## config.mk

```make
export PLATFORM = sky130hd
export DESIGN_NAME = cmp_out_stage
export DESIGN_NICKNAME = d
export VERILOG_FILES = /design/src/hw/cmp_out_pkg.sv /design/src/hw/deadtime_unit.sv /design/src/hw/cmp_out_stage.sv
export SDC_FILE = /design/constraint.sdc
export NUM_CORES = 1
export LEC_CHECK = 0
export BUFFER_PORTS_ARGS = -buffer_cell sky130_fd_sc_hd__clkbuf_2
export CAP_MARGIN = 20
export CORE_MARGIN = 3
export CORE_UTILIZATION = 52
export DETAILED_ROUTE_END_ITERATION = 16
export PLACE_DENSITY = 0.76
export SKIP_CTS_REPAIR_TIMING = 1
export SYNTH_ARGS = -nofsm -noshare
export SYNTH_HDL_FRONTEND = slang
export SYNTH_HIERARCHICAL = 1
export SYNTH_SLANG_ARGS = --single-unit
```

## constraint.sdc

```tcl
create_clock -name pclk -period 0.8 [get_ports pclk]
set_input_delay 0.04 -clock pclk [delete_from_list [all_inputs] [get_ports pclk]]
set_output_delay 0.04 -clock pclk [all_outputs]
set_load 0.03 [all_outputs]
```

## src/hw/cmp_out_pkg.sv

```systemverilog
// Constants and carriers of the complementary output stage
`default_nettype none
package cmp_out_pkg;
  localparam int NCH  = 3;
  localparam int DTW  = 8;
  localparam int AW   = 12;
  localparam int SLOT = 8;

  localparam logic [AW-1:0] OFS_CTRL     = 12'h000;
  localparam logic [AW-1:0] OFS_DEADTIME = 12'h004;
  localparam logic [AW-1:0] OFS_CHCFG    = 12'h008;
  localparam logic [AW-1:0] OFS_MODE     = 12'h00c;
  localparam logic [AW-1:0] OFS_STATUS   = 12'h010;
  localparam logic [AW-1:0] OFS_IRQEN    = 12'h014;
  localparam logic [AW-1:0] OFS_EVENT    = 12'h018;
  localparam logic [AW-1:0] OFS_ACTIVE   = 12'h01c;

  localparam int ST_COM  = 0;
  localparam int ST_BRK  = 1;
  localparam int EV_COMMUTATION_GENERATE = 0;

  localparam logic [2:0] MODE_FORCE_INACT = 3'h4;
  localparam logic [2:0] MODE_FORCE_ACT   = 3'h5;

  localparam logic [1:0] LOCK_OFF = 2'h0;
  localparam logic [1:0] LOCK_L2  = 2'h2;

  // Bits 7..0 of the control register
  typedef struct packed {
    logic [1:0] lock;
    logic       off_state_in_run;
    logic       off_state_in_idle;
    logic       break_polarity;
    logic       break_enable;
    logic       automatic_output_enable;
    logic       master_output_enable;
  } ctrl_s;

  // Bits 5..0 of each channel slot
  typedef struct packed {
    logic cen;
    logic men;
    logic cidle;
    logic midle;
    logic cpol;
    logic mpol;
  } chcfg_s;

  typedef struct packed {
    logic [1:0]     tgt;
    logic [1:0]     pend;
    logic [DTW-1:0] cnt;
  } dt_state_s;

  typedef struct packed {
    logic           moe_r1;
    logic           moe_r2;
    logic [NCH-1:0] m_act;
    logic [NCH-1:0] c_act;
  } async_s;

  typedef struct packed {
    ctrl_s               ctrl;
    logic                lock_done;
    logic [DTW-1:0]      dt;
    chcfg_s [NCH-1:0]    cfg;
    logic [NCH-1:0][2:0] mode;
    logic [NCH-1:0]      men_a;
    logic [NCH-1:0]      cen_a;
    logic [NCH-1:0][2:0] mode_a;
    logic                com_flag;
    logic                brk_flag;
    logic                com_ie;
    logic                brk_ie;
    logic                trig_q;
    logic                brk_s1;
    logic                brk_s2;
    logic                brk_s3;
    logic [NCH-1:0]      oe_m;
    logic [NCH-1:0]      oe_c;
    logic                irq_c;
    logic                irq_b;
    logic                pready;
    logic                pslverr;
    logic [31:0]         prdata;
  } top_state_s;

  localparam top_state_s TOP_RST = '0;
endpackage
`default_nettype wire

```

## src/hw/deadtime_unit.sv

```systemverilog
// Deadtime generator for one main and complementary pair
`timescale 1ns/1ps
`default_nettype none
module deadtime_unit
  import cmp_out_pkg::*;
(
  // Clock and reset
  input  wire logic           clk,
  input  wire logic           rst_n,
  // Wanted active levels, bit 0 main, bit 1 complementary
  input  wire logic [1:0]     tgt,
  input  wire logic           use_dt,
  input  wire logic [DTW-1:0] dt,
  // Active levels after deadtime
  output logic      [1:0]     act
);
  dt_state_s s_ff;
  dt_state_s nxt_s;

  always_comb begin
    nxt_s = s_ff;
    if (tgt != s_ff.tgt) begin
      nxt_s.tgt = tgt;
      nxt_s.cnt = dt;
      nxt_s.pend = (use_dt && dt != '0) ? (tgt & ~s_ff.tgt) : 2'h0;
    end else if (s_ff.cnt != '0) begin
      nxt_s.cnt = s_ff.cnt - 1'b1;
    end else begin
      nxt_s.pend = 2'h0;
    end
  end

  always_ff @(posedge clk or negedge rst_n) begin
    if (!rst_n) begin
      s_ff <= '0;
    end else begin
      s_ff <= nxt_s;
    end
  end

  // A pulse shorter than the delay restarts the count and never shows
  assign act = s_ff.tgt & ~s_ff.pend;
endmodule // deadtime_unit
`default_nettype wire

```

## src/hw/cmp_out_stage.sv

```systemverilog
// Complementary output stage with deadtime, commutation and break
`timescale 1ns/1ps
`default_nettype none
module cmp_out_stage
  import cmp_out_pkg::*;
(
  // Clock and reset
  input  wire logic           pclk,
  input  wire logic           presetn,
  // APB slave
  input  wire logic           psel,
  input  wire logic           penable,
  input  wire logic           pwrite,
  input  wire logic [AW-1:0]  paddr,
  input  wire logic [31:0]    pwdata,
  output logic      [31:0]    prdata,
  output logic                pready,
  output logic                pslverr,
  // Timer events
  input  wire logic [NCH-1:0] reference_waveform,
  input  wire logic           trigger_input,
  input  wire logic           update_event,
  input  wire logic           break_pin,
  // Channel pins
  output logic      [NCH-1:0] main_output,
  output logic      [NCH-1:0] main_output_oe,
  output logic      [NCH-1:0] complementary_output,
  output logic      [NCH-1:0] complementary_output_oe,
  // Interrupt requests
  output logic                commutation_irq,
  output logic                break_irq
);
  top_state_s          s_ff;
  top_state_s          nxt_s;
  async_s              a_ff;
  async_s              nxt_a;
  ctrl_s               wctrl;
  logic                brk;
  logic                clr_n;
  logic                acc;
  logic                hit;
  logic                wr;
  logic                wr_ctrl;
  logic                wr_st;
  logic                commutation_event;
  logic                moe_run;
  logic                lk1;
  logic                lk2;
  logic                lk3;
  logic [31:0]         rd_cfg;
  logic [31:0]         rd_mode;
  logic [31:0]         rd_act;
  logic [31:0]         rdata;
  chcfg_s [NCH-1:0]    cfg_wr;
  logic [NCH-1:0][2:0] mode_wr;
  logic [NCH-1:0]      mpol_v;
  logic [NCH-1:0]      cpol_v;
  logic [NCH-1:0]      pre_men;
  logic [NCH-1:0]      pre_cen;
  logic [NCH-1:0]      oe_m_w;
  logic [NCH-1:0]      oe_c_w;
  logic [NCH-1:0]      m_dt;
  logic [NCH-1:0]      c_dt;

  // Asynchronous path; enable and polarity are quasi-static settings
  assign brk = s_ff.ctrl.break_enable & (break_pin == s_ff.ctrl.break_polarity);
  // Held until the synchronous side has switched targets to idle
  assign clr_n = presetn & ~(brk & ~s_ff.brk_s3);
  assign moe_run = ~s_ff.brk_s2 &
                   (a_ff.moe_r2 | (brk & s_ff.ctrl.master_output_enable));
  assign lk1 = s_ff.ctrl.lock != LOCK_OFF;
  assign lk2 = s_ff.ctrl.lock >= LOCK_L2;
  assign lk3 = s_ff.ctrl.lock > LOCK_L2;

  assign acc = psel & penable;
  assign hit = (paddr[1:0] == 2'h0) && (paddr <= OFS_ACTIVE);
  assign wr = acc & s_ff.pready & pwrite & hit;
  assign wr_ctrl = wr && (paddr == OFS_CTRL);
  assign wr_st = wr && (paddr == OFS_STATUS);
  assign wctrl = ctrl_s'(pwdata[7:0]);
  assign commutation_event = (wr && paddr == OFS_EVENT && pwdata[EV_COMMUTATION_GENERATE]) |
               (trigger_input & ~s_ff.trig_q);

  assign rd_cfg[31:SLOT*NCH] = '0;
  assign rd_mode[31:SLOT*NCH] = '0;
  assign rd_act[31:SLOT*NCH] = '0;

  genvar i;
  for (i = 0; i < NCH; i++) begin : g_ch
    chcfg_s     w;
    chcfg_s     c;
    logic       ref_eff;
    logic       m_idle;
    logic       c_idle;
    logic       use_dt;
    logic [1:0] tgt;

    assign w = chcfg_s'(pwdata[SLOT*i +: $bits(chcfg_s)]);
    assign c = s_ff.cfg[i];
    assign cfg_wr[i] = '{cen: w.cen, men: w.men,
                         cidle: lk1 ? c.cidle : w.cidle,
                         midle: lk1 ? c.midle : w.midle,
                         cpol: lk2 ? c.cpol : w.cpol,
                         mpol: lk2 ? c.mpol : w.mpol};
    assign mode_wr[i] = lk3 ? s_ff.mode[i] : pwdata[SLOT*i +: 3];
    assign rd_cfg[SLOT*i +: SLOT] = {2'h0, c};
    assign rd_mode[SLOT*i +: SLOT] = {5'h0, s_ff.mode[i]};
    assign rd_act[SLOT*i +: SLOT] = {2'h0, s_ff.cen_a[i], s_ff.men_a[i],
                                     1'b0, s_ff.mode_a[i]};
    assign mpol_v[i] = c.mpol;
    assign cpol_v[i] = c.cpol;
    assign pre_men[i] = c.men;
    assign pre_cen[i] = c.cen;

    // Forced modes override the incoming reference
    assign ref_eff = (s_ff.mode_a[i] == MODE_FORCE_ACT) |
                     ((s_ff.mode_a[i] != MODE_FORCE_INACT) &
                      reference_waveform[i]);
    assign m_idle = c.midle ^ c.mpol;
    // Idle levels never let both switches conduct
    assign c_idle = (c.cidle ^ c.cpol) & ~m_idle;

    always_comb begin
      tgt = 2'h0;
      use_dt = 1'b1;
      if (!moe_run) begin
        tgt = {c_idle, m_idle};
      end else if (brk) begin
        // Follow the cleared pins so idle entry restarts the deadtime
        tgt = 2'h0;
      end else begin
        unique case ({s_ff.cen_a[i], s_ff.men_a[i]})
          2'b11: tgt = {~ref_eff, ref_eff};
          2'b01: begin
            tgt = {1'b0, ref_eff};
            use_dt = 1'b0;
          end
          2'b10: begin
            tgt = {ref_eff, 1'b0};
            use_dt = 1'b0;
          end
          2'b00: use_dt = 1'b0;
        endcase
      end
    end

    assign oe_m_w[i] = moe_run ? (s_ff.men_a[i] | s_ff.ctrl.off_state_in_run)
                               : s_ff.ctrl.off_state_in_idle;
    assign oe_c_w[i] = moe_run ? (s_ff.cen_a[i] | s_ff.ctrl.off_state_in_run)
                               : s_ff.ctrl.off_state_in_idle;

    deadtime_unit u_dt (
      .clk    (pclk),
      .rst_n  (presetn),
      .tgt    (tgt),
      .use_dt (use_dt),
      .dt     (s_ff.dt),
      .act    ({c_dt[i], m_dt[i]})
    );
  end

  always_comb begin
    case (paddr)
      OFS_CTRL:     rdata = {24'h0, s_ff.ctrl[7:1], a_ff.moe_r2};
      OFS_DEADTIME: rdata = {24'h0, s_ff.dt};
      OFS_CHCFG:    rdata = rd_cfg;
      OFS_MODE:     rdata = rd_mode;
      OFS_STATUS:   rdata = {30'h0, s_ff.brk_flag, s_ff.com_flag};
      OFS_IRQEN:    rdata = {30'h0, s_ff.brk_ie, s_ff.com_ie};
      OFS_ACTIVE:   rdata = rd_act;
      default:      rdata = '0;
    endcase
  end

  always_comb begin
    nxt_s = s_ff;
    nxt_s.trig_q = trigger_input;
    nxt_s.brk_s1 = brk;
    nxt_s.brk_s2 = s_ff.brk_s1;
    nxt_s.brk_s3 = s_ff.brk_s2;
    // One wait state: answer in the second access cycle
    if (acc && !s_ff.pready) begin
      nxt_s.pready = 1'b1;
      nxt_s.prdata = rdata;
      nxt_s.pslverr = ~hit;
    end else begin
      nxt_s.pready = 1'b0;
      nxt_s.pslverr = 1'b0;
    end
    if (wr_ctrl) begin
      nxt_s.lock_done = 1'b1;
      if (!s_ff.lock_done) begin
        nxt_s.ctrl.lock = wctrl.lock;
      end
      if (!lk1) begin
        nxt_s.ctrl.break_enable = wctrl.break_enable;
        nxt_s.ctrl.break_polarity = wctrl.break_polarity;
        nxt_s.ctrl.automatic_output_enable = wctrl.automatic_output_enable;
      end
      if (!lk2) begin
        nxt_s.ctrl.off_state_in_idle = wctrl.off_state_in_idle;
        nxt_s.ctrl.off_state_in_run = wctrl.off_state_in_run;
      end
    end
    // Break outranks every way of raising the enable
    if (s_ff.brk_s2) begin
      nxt_s.ctrl.master_output_enable = 1'b0;
    end else if (wr_ctrl) begin
      nxt_s.ctrl.master_output_enable = wctrl.master_output_enable;
    end else if (s_ff.ctrl.automatic_output_enable && update_event) begin
      nxt_s.ctrl.master_output_enable = 1'b1;
    end
    if (wr && paddr == OFS_DEADTIME) begin
      nxt_s.dt = pwdata[DTW-1:0];
    end
    if (wr && paddr == OFS_CHCFG) begin
      nxt_s.cfg = cfg_wr;
    end
    if (wr && paddr == OFS_MODE) begin
      nxt_s.mode = mode_wr;
    end
    if (wr && paddr == OFS_IRQEN) begin
      nxt_s.com_ie = pwdata[ST_COM];
      nxt_s.brk_ie = pwdata[ST_BRK];
    end
    if (commutation_event) begin
      nxt_s.men_a = pre_men;
      nxt_s.cen_a = pre_cen;
      nxt_s.mode_a = s_ff.mode;
    end
    // Writing zero clears; a new event in the same cycle wins
    nxt_s.com_flag = commutation_event |
      (s_ff.com_flag & ~(wr_st & ~pwdata[ST_COM]));
    nxt_s.brk_flag = s_ff.brk_s2 |
      (s_ff.brk_flag & ~(wr_st & ~pwdata[ST_BRK]));
    nxt_s.irq_c = nxt_s.com_flag & nxt_s.com_ie;
    nxt_s.irq_b = nxt_s.brk_flag & nxt_s.brk_ie;
    nxt_s.oe_m = oe_m_w;
    nxt_s.oe_c = oe_c_w;
  end

  always_ff @(posedge pclk or negedge presetn) begin
    if (!presetn) begin
      s_ff <= TOP_RST;
    end else begin
      s_ff <= nxt_s;
    end
  end

  always_comb begin
    nxt_a.moe_r1 = s_ff.ctrl.master_output_enable & ~s_ff.brk_s2;
    nxt_a.moe_r2 = a_ff.moe_r1;
    nxt_a.m_act = m_dt;
    nxt_a.c_act = c_dt;
  end

  // Cleared by break even with no clock running
  always_ff @(posedge pclk or negedge clr_n) begin
    if (!clr_n) begin
      a_ff <= '0;
    end else begin
      a_ff <= nxt_a;
    end
  end

  assign main_output = a_ff.m_act ^ mpol_v;
  assign complementary_output = a_ff.c_act ^ cpol_v;
  assign main_output_oe = s_ff.oe_m;
  assign complementary_output_oe = s_ff.oe_c;
  assign commutation_irq = s_ff.irq_c;
  assign break_irq = s_ff.irq_b;
  assign prdata = s_ff.prdata;
  assign pready = s_ff.pready;
  assign pslverr = s_ff.pslverr;
endmodule // cmp_out_stage
`default_nettype wire

```

==> Flow_metrics.wiki, run 1 <==
{| class="wikitable"
! Metric !! Value
|-
| Per-cell via count in the routed design || 6.66
|-
| Detailed-route wire length per cell || 27.7 µm
|-
| Sw power || 7.01 mW
|-
| Horizontal extent of the die || 123 µm
|-
| Worst slew margin relative to its limit || 0.565
|-
| Clock transition at path regs || 0.06 ns
|-
| Cell Int Power || 16.0 mW
|-
| Netlist area before placement || 0.00713 mm²
|-
| Number of search-and-repair iterations in the first detailed-routing pass || 6
|-
| Maximum frequency from static timing analysis || 404 MHz
|-
| Clock root cell || clkbuf_16
|-
| Fraction of the core area covered by cells at the end of the flow || 0.836
|-
| Violated checks || setup timing
|-
| Worst Setup Slack, final || -1.67 ns
|-
| Cell accounting for the most synthesized area || dfrtp_1
|-
| Wire length of the first global-routing pass || 32.7 mm
|-
| Synth cell count leaders || 141 x dfrtp_1, 58 x mux2_2, 56 x nand2_1
|-
| Cell area after layout || 0.0112 mm²
|-
| Instance area at placement || 0.00910 mm²
|-
| Number of DRC violations after detailed routing || 0
|-
| Highest cell delay on the worst timing path || 0.41 ns
|-
| Final weighted congestion in routability-driven placement || 0.905
|-
| EDFF count, synth || 0
|-
| Number of storage elements in the synthesis netlist || 141
|-
| Layout Nets || 993
|-
| Leading cell type by number of instances after synthesis || dfrtp_1
|-
| Initial antenna violation count || 0
|-
| Setup-violating endpoint count in the final report || 175
|-
| Detailed-route via count || 7,442
|-
| Top fanout value on the critical path || 6
|-
| Part of the total power dissipated in the clock network || 0.366
|-
| Minimum clock period after layout || 2.47 ns
|-
| Worst Tran Pin Value || 0.646 ns
|-
| Worst min-delay path category || primary input to flip-flop
|-
| Global route total overflow || 0
|-
| Sequential fraction of the synthesis area || 0.495
|-
| Num CTS Buffers || 17
|-
| Power consumption || 23.0 mW
|-
| Number of buffer cells added on primary ports || 78
|-
| Async S/R FF share, synth || 1.00
|-
| Share of cells above drive strength 1 || 0.534
|-
| Share of the clock period used by the worst path after layout || 3.09
|-
| Wire length after detailed routing || 31.0 mm
|-
| Starting density of the core || 0.534
|-
| Fin Clk Skew || 0.0176 ns
|-
| Yosys warnings || 6
|-
| Antenna Diode Count || 0
|-
| Placeable core area || 0.0133 mm²
|-
| CP Cell Sequence || xnor2_2 -> a31oi_4 -> or2_4 -> o31ai_4 -> ha_4 -> and2_4 -> a211oi_4 -> a32o_1
|-
| Sequential Power Share || 0.356
|-
| Required arrival time at the worst endpoint || 1.17 ns
|-
| Combinational share of power || 0.278
|-
| Run status || finished, violations left
|-
| Clock latency on the worst-skew pair || 0.45 ns
|-
| Clock net sink count || 141
|-
| # Max-Cap Violations || 0
|-
| Count of nets left with antenna violations after detail routing || 0
|-
| Maximum clock insertion buffer count || 2
|-
| Die Span Y || 123 µm
|-
| DRC marker count from the first detailed-route iteration || 1,071
|-
| TritonCTS clock tree || yes
|-
| Post-place setup slack || -1.57 ns
|-
| Layout overhead on the synthesized area || 56.6%
|-
| Switching fraction of total power || 0.304
|-
| Depth of the CTS H-tree || 4
|-
| Maximum number of pins on one net before global-route repair || 47
|-
| RSZ-0062 raised after global routing || yes
|-
| Kind of capture point of the worst setup path || flip-flop
|-
| Number of ports placed on the die boundary || 103
|-
| Element type at the critical path start || flip-flop
|-
| Count of mapped cells out of synthesis || 656
|-
| Average cell area after synthesis || 10.9 µm²
|-
| Final count of hold timing violations || 0
|-
| Maximum VDD drop || 1.89 mV
|-
| Area contributors post-synth || dfrtp_1 50%, mux2_2 9.2%, buf_4 4.0%
|-
| Slowest cell on the critical path || dfrtp_1
|-
| Area share of the largest cell type after synthesis || 0.495
|-
| FP Rows || 42
|-
| Floorplan die area || 0.0151 mm²
|-
| Pins over their slew limit || 0
|-
| Total routing resource utilization after global routing || 0.284
|-
| Crit Path Category || flip-flop to flip-flop
|-
| Most common flop cell mapped by yosys || dfrtp_1
|-
| Number of global-route vias before repair || 6,262
|-
| Areal power density over the cells || 2060 mW/mm²
|-
| Synth unique cells || 64
|-
| Post-DP HPWL || 15.4 mm
|-
| Leakage dissipation || 5.37 nW
|-
| Signal arrival time at the worst endpoint || 2.84 ns
|}
[layer usage]
layer / track usage / routed length, µm
met5: 0 / 0
met4: 0.0983 / 2540
met3: 0.0590 / 2880
met2: 0.489 / 14800
met1: 0.358 / 10800
[power groups by stage]
| stage | Combinational [mW] | Clock [mW] | Sequential (mW) |
|---|---|---|---|
| after floorplan | 2.40 | 0 | 8.41 |
| after global placement | 4.98 | 0 | 8.22 |
| after detailed placement | 5.22 | 0 | 8.22 |
| after CTS | 5.25 | 8.23 | 8.11 |
| after global routing | 6.86 | 8.68 | 8.23 |
| final | 6.40 | 8.43 | 8.20 |
[layout by cell type, fill, tap and decap left out, drive strengths merged, types with 8 or more instances in the layout]
cell type,netlist,routed
dlygate4sd3,0,22
a22oi,18,18
and2,12,14
mux2,64,64
nor3,9,9
o31ai,11,11
ha,9,9
a31oi,16,16
nor2,25,25
o31a,10,10
o211ai,8,8
nor4,17,17
inv,19,22
a32o,9,9
clkbuf,20,61
buf,47,241
xnor2,13,13
nand2,56,57
o21ai,35,35
nand3,9,10
dfrtp,141,141
xor2,11,11
conb,1,12
[worst max-delay path, delay by kind of cell (launching register included)]
family,cells,cell delay (ns)
AND/OR/NAND/NOR,2,0.53
adder cells (fa/ha/maj),1,0.29
flip-flops,1,0.41
XOR/XNOR,1,0.27
AO/OA/AOI/OAI,4,0.90
[registers in the layout, summed over array words and instances (netlist names)]
| name | flops |
|---|---|
| s_ff | 23 |
| cpol_v | 3 |
| pready | 1 |
| prdata | 20 |
| rd_mode | 9 |
| complementary_output_oe | 3 |
| g_ch.u_dt/s_ff | 36 |
| nxt_s | 2 |
| a_ff | 8 |
| rd_act | 15 |
| break_irq | 1 |
| pslverr | 1 |
| g_ch.c | 15 |
| commutation_irq | 1 |
| main_output_oe | 3 |
[through the flow]
step           setup TNS, ns  instances  hold slack [ns]
2_1_floorplan        -119.42        667           -0.256
3_3_place_gp         -126.21       1031          -0.0703
3_5_place_dp         -131.54       1031          -0.0616
4_1_cts              -130.66       1063           -0.517
5_1_grt              -147.93       1118           0.0283
6_report             -142.84       1118           0.0166
[kinds of logic after synthesis]
logic type / synth area share
XOR/XNOR: 0.0295
AND/OR/NAND/NOR: 0.142
AO/OA/AOI/OAI: 0.140
adder cells (fa/ha/maj): 0.0158
flip-flops: 0.495
multiplexers: 0.111
buffers and inverters: 0.0669
other: 0.000526
[layout make-up]
class | instances | area, µm²
inverters | 20 | 87.6
repair inverters | 1 | 8.76
well taps | 176 | 220
repair buffers | 305 | 2620
clock inverters | 13 | 166
fillers | 520 | 2190
flip-flops and latches | 141 | 3530
multi-input cells | 443 | 4080
clock buffers | 19 | 443
[final timing paths]
path                            slack [ns]  cells past startpoint                                to                   from
worst max-delay path                 -1.67                      8  g_ch[2].u_dt/s_ff[9]$_DFFE_PN0P_  s_ff[104]$_DFFE_PN0P_
worst min-delay path                  0.02                      3            rd_mode[1]$_DFFE_PN0P_              pwdata[1]
worst max register to register       -1.67                      8  g_ch[2].u_dt/s_ff[9]$_DFFE_PN0P_  s_ff[104]$_DFFE_PN0P_
worst min register to register        0.33                      2                 a_ff[5]$_DFF_PN0_     s_ff[42]$_DFF_PN0_
max in group asynchronous            -0.20                      5                 a_ff[0]$_DFF_PN0_  s_ff[104]$_DFFE_PN0P_
min in group asynchronous             0.04                      2            prdata[19]$_DFFE_PN0P_                presetn
(Power assumes the default switching activity.)
==> run 2, diff against run 1 <==
--- a/config.mk
+++ b/config.mk
@@ -10,9 +10,8 @@
 export CORE_MARGIN = 3
 export CORE_UTILIZATION = 52
 export DETAILED_ROUTE_END_ITERATION = 16
-export PLACE_DENSITY = 0.76
+export PLACE_DENSITY = 0.77
 export SKIP_CTS_REPAIR_TIMING = 1
 export SYNTH_ARGS = -nofsm -noshare
 export SYNTH_HDL_FRONTEND = slang
-export SYNTH_HIERARCHICAL = 1
 export SYNTH_SLANG_ARGS = --single-unit
==> Flow_metrics.wiki, run 2 <==
{| class="wikitable"
! Metric !! Value
|-
| Number of DRC violations after detailed routing || 0 (unchanged)
|-
| DRC marker count from the first detailed-route iteration || 667 (-38%)
|-
| Synth cell count leaders || 141 x dfrtp_1, 74 x nand2_1, 61 x mux2_2
|-
| TritonCTS clock tree || yes
|-
| Worst Tran Pin Value || 0.739 ns (+0.0927 ns)
|-
| Antenna Diode Count || 0 (unchanged)
|-
| RSZ-0062 raised after global routing || yes
|-
| Share of cells above drive strength 1 || 0.559 (+0.0251)
|-
| Post-DP HPWL || 14.3 mm (-7.4%)
|-
| Worst Setup Slack, final || -1.52 ns (+0.153 ns)
|-
| Per-cell via count in the routed design || 6.13 (-8.0%)
|-
| Total routing resource utilization after global routing || 0.280 (-0.00447)
|-
| Maximum clock insertion buffer count || 2 (unchanged)
|-
| Netlist area before placement || 0.00688 mm² (-3.5%)
|-
| Initial antenna violation count || 0 (unchanged)
|-
| Num CTS Buffers || 17 (unchanged)
|-
| Horizontal extent of the die || 121 µm (-1.7%)
|-
| Number of global-route vias before repair || 6,169 (-1.5%)
|-
| Die Span Y || 121 µm (-1.7%)
|-
| Areal power density over the cells || 2040 mW/mm² (-1.1%)
|-
| Share of the clock period used by the worst path after layout || 2.90 (-0.191)
|-
| Leakage dissipation || 5.57 nW (+3.6%)
|-
| # Max-Cap Violations || 0 (unchanged)
|-
| Number of buffer cells added on primary ports || 78 (unchanged)
|-
| Combinational share of power || 0.236 (-0.042)
|-
| Fraction of met3 tracks used by global routing || 0.0569 (-0.00214)
|-
| Final count of hold timing violations || 1 (+1)
|-
| Global route hottest layer || met2
|-
| Cell accounting for the most synthesized area || dfrtp_1
|-
| Element type at the critical path start || flip-flop
|-
| Minimum clock period after layout || 2.32 ns (-0.153 ns)
|-
| Layout Nets || 968 (-2.5%)
|-
| Count of nets left with antenna violations after detail routing || 0 (unchanged)
|-
| Number of search-and-repair iterations in the first detailed-routing pass || 7 (+1)
|-
| Area contributors post-synth || dfrtp_1 51%, mux2_2 10%, buf_4 4.1%
|-
| Worst slew margin relative to its limit || 0.505 (-0.0596)
|-
| Sequential Power Share || 0.361 (+0.005)
|-
| Leading cell type in the layout, fill and taps excluded || buf_4
|-
| Top fanout value on the critical path || 5 (-1)
|-
| Area share of the largest cell type after synthesis || 0.513 (+0.0178)
|-
| Met1 track demand over resource in global routing || 0.347 (-0.0105)
|-
| Layout overhead on the synthesized area || 63.3%
|-
| Wire length of the first global-routing pass || 31.5 mm (-3.8%)
|-
| Sw power || 6.50 mW (-7.3%)
|-
| Most common flop cell mapped by yosys || dfrtp_1
|-
| EDFF count, synth || 0 (unchanged)
|-
| Largest Register || g_ch.u_dt.s_ff
|-
| Clock net sink count || 141 (unchanged)
|-
| Synth unique cells || 55 (-14%)
|-
| FP Rows || 41 (-2.4%)
|-
| Global route total overflow || 0 (unchanged)
|-
| Signal arrival time at the worst endpoint || 2.67 ns (-0.17 ns)
|-
| Kind of capture point of the worst setup path || flip-flop
|-
| Async S/R FF share, synth || 1.00 (unchanged)
|-
| Detailed-route via count || 6,653 (-11%)
|-
| Maximum number of pins on one net before global-route repair || 52 (+11%)
|-
| Number of ports placed on the die boundary || 103 (unchanged)
|-
| Required arrival time at the worst endpoint || 1.15 ns (-0.02 ns)
|-
| Post-place setup slack || -1.48 ns (+0.0882 ns)
|-
| Clock root cell || clkbuf_16
|-
| Placeable core area || 0.0128 mm² (-4.3%)
|-
| Violated checks || hold timing, setup timing
|-
| Clock transition at path regs || 0.06 ns (about the same)
|-
| Yosys warnings || 0 (-6)
|-
| Leading cell type by number of instances after synthesis || dfrtp_1
|-
| Maximum frequency from static timing analysis || 431 MHz (+6.6%)
|-
| Sequential fraction of the synthesis area || 0.513 (+0.0178)
|-
| Maximum VDD drop || 2.67 mV (+41%)
|-
| Crit Path Category || flip-flop to flip-flop
|-
| Depth of the CTS H-tree || 4 (unchanged)
|-
| Number of storage elements in the synthesis netlist || 141 (unchanged)
|-
| Global-route met2 utilization || 0.484 (-0.00574)
|-
| Worst min-delay path category || primary input to flip-flop
|-
| Starting density of the core || 0.538 (+0.00461)
|-
| Fin Clk Skew || 0.0164 ns (-0.00120 ns)
|-
| Flip-flop count of the largest register after layout || 36 (unchanged)
|-
| Final weighted congestion in routability-driven placement || 0.885 (-2.3%)
|-
| Floorplan die area || 0.0146 mm² (-3.3%)
|-
| Detailed-route wire length per cell || 26.2 µm (-5.5%)
|-
| Switching fraction of total power || 0.283 (-0.0209)
|-
| Part of the total power dissipated in the clock network || 0.403 (+0.037)
|-
| Wire length after detailed routing || 28.4 mm (-8.2%)
|-
| Cell Int Power || 16.4 mW (+2.6%)
|-
| Fraction of the core area covered by cells at the end of the flow || 0.879 (+0.0433)
|-
| Worst slack on hold paths || -0.00533 ns (-0.0219 ns)
|-
| Leading cell types in the layout, fill and taps excluded || 161 x buf_4, 140 x dfrtp_1, 73 x buf_6, 56 x mux2_4, 45 x nand2_1
|-
| Average cell area after synthesis || 11.2 µm² (+3.0%)
|-
| Run status || finished, violations left
|-
| Pins over their slew limit || 0 (unchanged)
|-
| Count of mapped cells out of synthesis || 615 (-6.3%)
|-
| Summed negative setup slack over all endpoints || -156.09 ns (-13.24 ns)
|-
| Setup-violating endpoint count in the final report || 175 (unchanged)
|-
| Clock latency on the worst-skew pair || 0.44 ns (about the same)
|}
run 2: cell count changes after synthesis, sizes merged, moves of 5 or more:
cell / delta
nor3b: -5
clkbuf: -7
o211ai: -6
o31ai: -9
nand4: -6
and2: -6
a22oi: -8
nor2: +11
nand2: +19
buf: -6
o31a: -10
a31oi: -11
a22o: +8
nor4: -10
run 2: power groups by stage:
stage | logic (mW) | clock network [mW] | registers, mW
5_1_grt | 5.80 | 9.51 | 8.33
3_3_place_gp | 4.25 | 0 | 8.27
2_1_floorplan | 2.22 | 0 | 8.38
3_5_place_dp | 4.49 | 0 | 8.31
6_report | 5.42 | 9.25 | 8.27
4_1_cts | 4.55 | 9.08 | 8.19
run 2: critical path, cell delays in order, from the launching register on:
cell and delay [ns]:
dfrtp_1 0.40, nand2b_4 0.16, mux2i_4 0.20, buf_6 0.13
o41ai_4 0.40, ha_1 0.33, and2_4 0.20, buf_4 0.14
buf_6 0.12, a31oi_1 0.15
run 2: kinds of logic after synthesis:
group                    count (synthesis)  synth area share
AND/OR/NAND/NOR                        174             0.124
flip-flops                             141             0.513
AO/OA/AOI/OAI                          102             0.106
multiplexers                            79             0.132
buffers and inverters                   76            0.0644
XOR/XNOR                                30            0.0382
adder cells (fa/ha/maj)                 12            0.0218
other                                    1          0.000545
run 2: path summary, 6_finish.rpt:
path | depth (start not counted) | to | from | slack, ns
hold / removal | 3 | s_ff[101]$_DFFE_PN0P_ | update_event | -0.005
max in group asynchronous | 5 | a_ff[0]$_DFF_PN0_ | s_ff[104]$_DFFE_PN0P_ | -0.21
min in group asynchronous | 6 | a_ff[2]$_DFF_PN0_ | break_pin | 0.15
setup reg to reg | 9 | g_ch[0].u_dt.s_ff[6]$_DFFE_PN0P_ | rd_act[1]$_DFFE_PN0P_ | -1.52
hold reg to reg | 0 | nxt_s[42]$_DFF_PN0_ | nxt_s[43]$_DFF_PN0_ | 0.38
setup / recovery | 9 | g_ch[0].u_dt.s_ff[6]$_DFFE_PN0P_ | rd_act[1]$_DFFE_PN0P_ | -1.52
run 2: metal layers:
| layer | share of wire | wire length, µm | vias up |
|---|---|---|---|
| met5 | 0 | 0 | - |
| met4 | 0.076 | 2150 | 0 |
| met3 | 0.088 | 2500 | 196 |
| met2 | 0.49 | 14000 | 515 |
| met1 | 0.34 | 9740 | 3258 |
| li1 | - | - | 2684 |
run 2: final cells by class:
type,count,area [µm²]
Inverter,22,87.6
Sequential cell,141,3530
Tap cell,172,215
Multi-Input combinational cell,410,4030
Fill cell,504,1540
Clock inverter,9,180
Clock buffer,23,498
Timing Repair Buffer,309,2690
run 2: stage by stage:
step	cell area [µm²]	hold WS [ns]	std cells	power, mW
2_1_floorplan	7370	-0.256	626	10.6
3_3_place_gp	8890	0.101	992	12.5
3_5_place_dp	8890	0.107	992	12.8
4_1_cts	9560	-0.347	1024	21.8
5_1_grt	11200	0.0242	1086	23.6
6_report	11200	-0.00533	1086	22.9
==> run 3, diff against run 2 <==
--- a/config.mk
+++ b/config.mk
@@ -5,12 +5,11 @@
 export SDC_FILE = /design/constraint.sdc
 export NUM_CORES = 1
 export LEC_CHECK = 0
-export BUFFER_PORTS_ARGS = -buffer_cell sky130_fd_sc_hd__clkbuf_2
-export CAP_MARGIN = 20
 export CORE_MARGIN = 3
-export CORE_UTILIZATION = 52
+export CORE_UTILIZATION = 57
 export DETAILED_ROUTE_END_ITERATION = 16
-export PLACE_DENSITY = 0.77
+export DONT_BUFFER_PORTS = 1
+export PLACE_DENSITY = 0.75
 export SKIP_CTS_REPAIR_TIMING = 1
 export SYNTH_ARGS = -nofsm -noshare
 export SYNTH_HDL_FRONTEND = slang
==> Flow_metrics.wiki, run 3 (synthesized netlist as in run 2, its figures left out) <==
{| class="wikitable"
! Metric !! Value
|-
| Run status || finished, violations left
|-
| Violated checks || hold timing, setup timing
|-
| Largest delay share family, worst path || compound AO/OA/AOI/OAI gates
|-
| Worst min-delay path category || primary input to async pin
|-
| Highest cell delay on the worst timing path || 0.44 ns (+0.04 ns)
|-
| Worst Setup Slack, final || -1.58 ns (-0.0571 ns)
|-
| Flip-flop count of the largest register after layout || 36 (unchanged)
|-
| Leading cell types in the layout, fill and taps excluded || 139 x buf_4, 130 x dfrtp_1, 54 x mux2_4, 54 x buf_6, 49 x nand2_1
|-
| Summed negative setup slack over all endpoints || -159.86 ns (-3.78 ns)
|-
| Share of the clock period used by the worst path after layout || 2.97 (+0.0714)
|-
| Maximum VDD drop || 2.39 mV (-11%)
|-
| CP Cell Sequence || xnor2_2 -> and2_4 -> buf_12 -> o41ai_4 -> ha_1 -> nand2_4 -> buf_8 -> nand2_2 -> o21ai_1
|-
| Flop-to-flop setup slack || -1.58 ns (-0.06 ns)
|-
| Placeable core area || 0.0116 mm² (-9.1%)
|-
| Kind of capture point of the worst setup path || flip-flop
|-
| FP Rows || 39 (-4.9%)
|-
| Minimum clock period after layout || 2.38 ns (+0.0571 ns)
|-
| Per-cell via count in the routed design || 6.65 (+8.6%)
|-
| Areal power density over the cells || 2070 mW/mm² (+1.4%)
|-
| Leading cell type in the layout, fill and taps excluded || buf_4
|-
| Floorplan die area || 0.0134 mm² (-8.3%)
|-
| TritonCTS clock tree || yes
|-
| Crit Path Category || flip-flop to flip-flop
|-
| Number of cell instances on the worst register-to-register path || 9 (unchanged)
|-
| Fill count || 411 (-18%)
|-
| Element type at the critical path start || flip-flop
|-
| Clock root cell || clkbuf_16
|-
| Clock net sink count || 141 (unchanged)
|-
| Worst Tran Pin Value || 0.802 ns (+0.0628 ns)
|-
| Post-place setup slack || -1.49 ns (-0.00672 ns)
|-
| Largest Register || g_ch.u_dt.s_ff
|-
| Number of DRC violations after detailed routing || 0 (unchanged)
|-
| R2R Path End || g_ch[1].u_dt.s_ff[4]$_DFFE_PN0P_
|-
| Total routing resource utilization after global routing || 0.293 (+0.0128)
|-
| Maximum clock insertion buffer count || 2 (unchanged)
|-
| Initial antenna violation count || 1 (+1)
|-
| Top fanout value on the critical path || 8 (+3)
|-
| Detailed-route wire length per cell || 28.3 µm (+8.1%)
|-
| Maximum frequency from static timing analysis || 421 MHz (-2.4%)
|-
| Slowest cell on the critical path || dfrtp_1
|-
| Starting density of the core || 0.592 (+0.0538)
|-
| Pins over their slew limit || 0 (unchanged)
|-
| Leakage dissipation || 5.10 nW (-8.4%)
|-
| Share of cells above drive strength 1 || 0.516 (-0.0435)
|-
| Maximum number of pins on one net before global-route repair || 135 (+160%)
|-
| Depth of the CTS H-tree || 4 (unchanged)
|-
| Wire length of the first global-routing pass || 29.7 mm (-5.8%)
|-
| Detailed-route via count || 6,491 (-2.4%)
|-
| Post-DP HPWL || 13.4 mm (-6.0%)
|-
| Number of buffer cells added on primary ports || 0 (-100%)
|-
| Layout overhead on the synthesized area || 52.5%
|-
| Reg-to-Reg Start || s_ff[104]$_DFFE_PN0P_
|-
| Final count of hold timing violations || 142 (+141)
|-
| Horizontal extent of the die || 116 µm (-4.3%)
|-
| Fin Clk Skew || 0.0119 ns (-0.00449 ns)
|-
| Required arrival time at the worst endpoint || 1.13 ns (-0.02 ns)
|-
| Critical path buffers and inverters || 2 (-1)
|-
| Num CTS Buffers || 17 (unchanged)
|-
| Clock transition at path regs || 0.06 ns (about the same)
|-
| Count of nets left with antenna violations after detail routing || 0 (unchanged)
|-
| Final weighted congestion in routability-driven placement || 0.842 (-4.8%)
|-
| RSZ-0062 raised after global routing || yes
|-
| Wire length after detailed routing || 27.6 mm (-2.9%)
|-
| Number of global-route vias before repair || 5,932 (-3.8%)
|-
| Power consumption || 21.7 mW (-5.3%)
|-
| Global route total overflow || 0 (unchanged)
|-
| Worst slew margin relative to its limit || 0.464 (-0.0418)
|-
| # Max-Cap Violations || 0 (unchanged)
|-
| Number of ports placed on the die boundary || 103 (unchanged)
|-
| Setup-violating endpoint count in the final report || 176 (+0.57%)
|-
| Signal arrival time at the worst endpoint || 2.71 ns (+0.04 ns)
|-
| Clock latency on the worst-skew pair || 0.44 ns (about the same)
|-
| Die Span Y || 116 µm (-4.3%)
|-
| Worst slack on hold paths || -0.704 ns (-0.699 ns)
|-
| Layout Nets || 888 (-8.3%)
|-
| Number of search-and-repair iterations in the first detailed-routing pass || 5 (-2)
|-
| DRC marker count from the first detailed-route iteration || 939 (+41%)
|}
## run 3: cell types whose count changed in the layout (fill, tap and decap cells not counted), sizes merged
| cell | change |
|---|---|
| buf | -42 |
| clkbuf | -39 |
| bufinv | -4 |
| dlygate4sd3 | +4 |
| clkinvlp | -2 |
| clkinv | +1 |
| diode | +1 |
| inv | +1 |
| nand2 | -1 |
## run 3: metal layers
metal / GRT usage / share of wire
met4: 0.145 / 0.087
met5: 0 / 0
met1: 0.339 / 0.33
met2: 0.491 / 0.48
met3: 0.0930 / 0.10
## run 3: per-stage QoR
stage,cell area [µm²],util,hold slack (ns),cells
floorplan,7370,-,-0.256,626
global placement,8480,0.730,-0.252,891
detailed placement,8480,0.730,-0.252,891
CTS,9060,0.780,-0.704,921
global route,10500,0.903,-0.717,976
finish,10500,0.903,-0.704,976
## run 3: worst max-delay path by stage
stage / from / endpoint / slack [ns] / depth (start not counted)
4_1_cts: s_ff[104]$_DFFE_PN0P_ / g_ch[0].u_dt.s_ff[8]$_DFFE_PN0P_ / -1.51 / 8
3_3_place_gp: s_ff[104]$_DFFE_PN0P_ / g_ch[1].u_dt.s_ff[10]$_DFFE_PN0P_ / -1.32 / 7
2_1_floorplan: paddr[11] / rd_act[10]$_DFFE_PN0P_ / -1.36 / 6
5_1_grt: s_ff[104]$_DFFE_PN0P_ / g_ch[1].u_dt.s_ff[4]$_DFFE_PN0P_ / -1.62 / 9
6_report: s_ff[104]$_DFFE_PN0P_ / g_ch[1].u_dt.s_ff[4]$_DFFE_PN0P_ / -1.58 / 9
3_5_place_dp: s_ff[104]$_DFFE_PN0P_ / g_ch[0].u_dt.s_ff[8]$_DFFE_PN0P_ / -1.49 / 8
## run 3: where the power goes
part	internal [mW]	switching, mW
clock network	4.81	3.16
logic	2.67	2.76
registers	7.78	0.531
total	15.3	6.45
## run 3: cell type report
| class | count | area (µm²) | share of cell area |
|---|---|---|---|
| Multi-Input combinational cell | 409 | 3980 | 0.379 |
| Sequential cell | 141 | 3540 | 0.338 |
| Antenna cell | 1 | 2.50 | 0.000239 |
| Clock buffer | 25 | 526 | 0.0501 |
| Tap cell | 143 | 179 | 0.0171 |
| Inverter | 22 | 82.6 | 0.00787 |
| Timing Repair Buffer | 230 | 2120 | 0.202 |
| Clock inverter | 5 | 55.1 | 0.00525 |
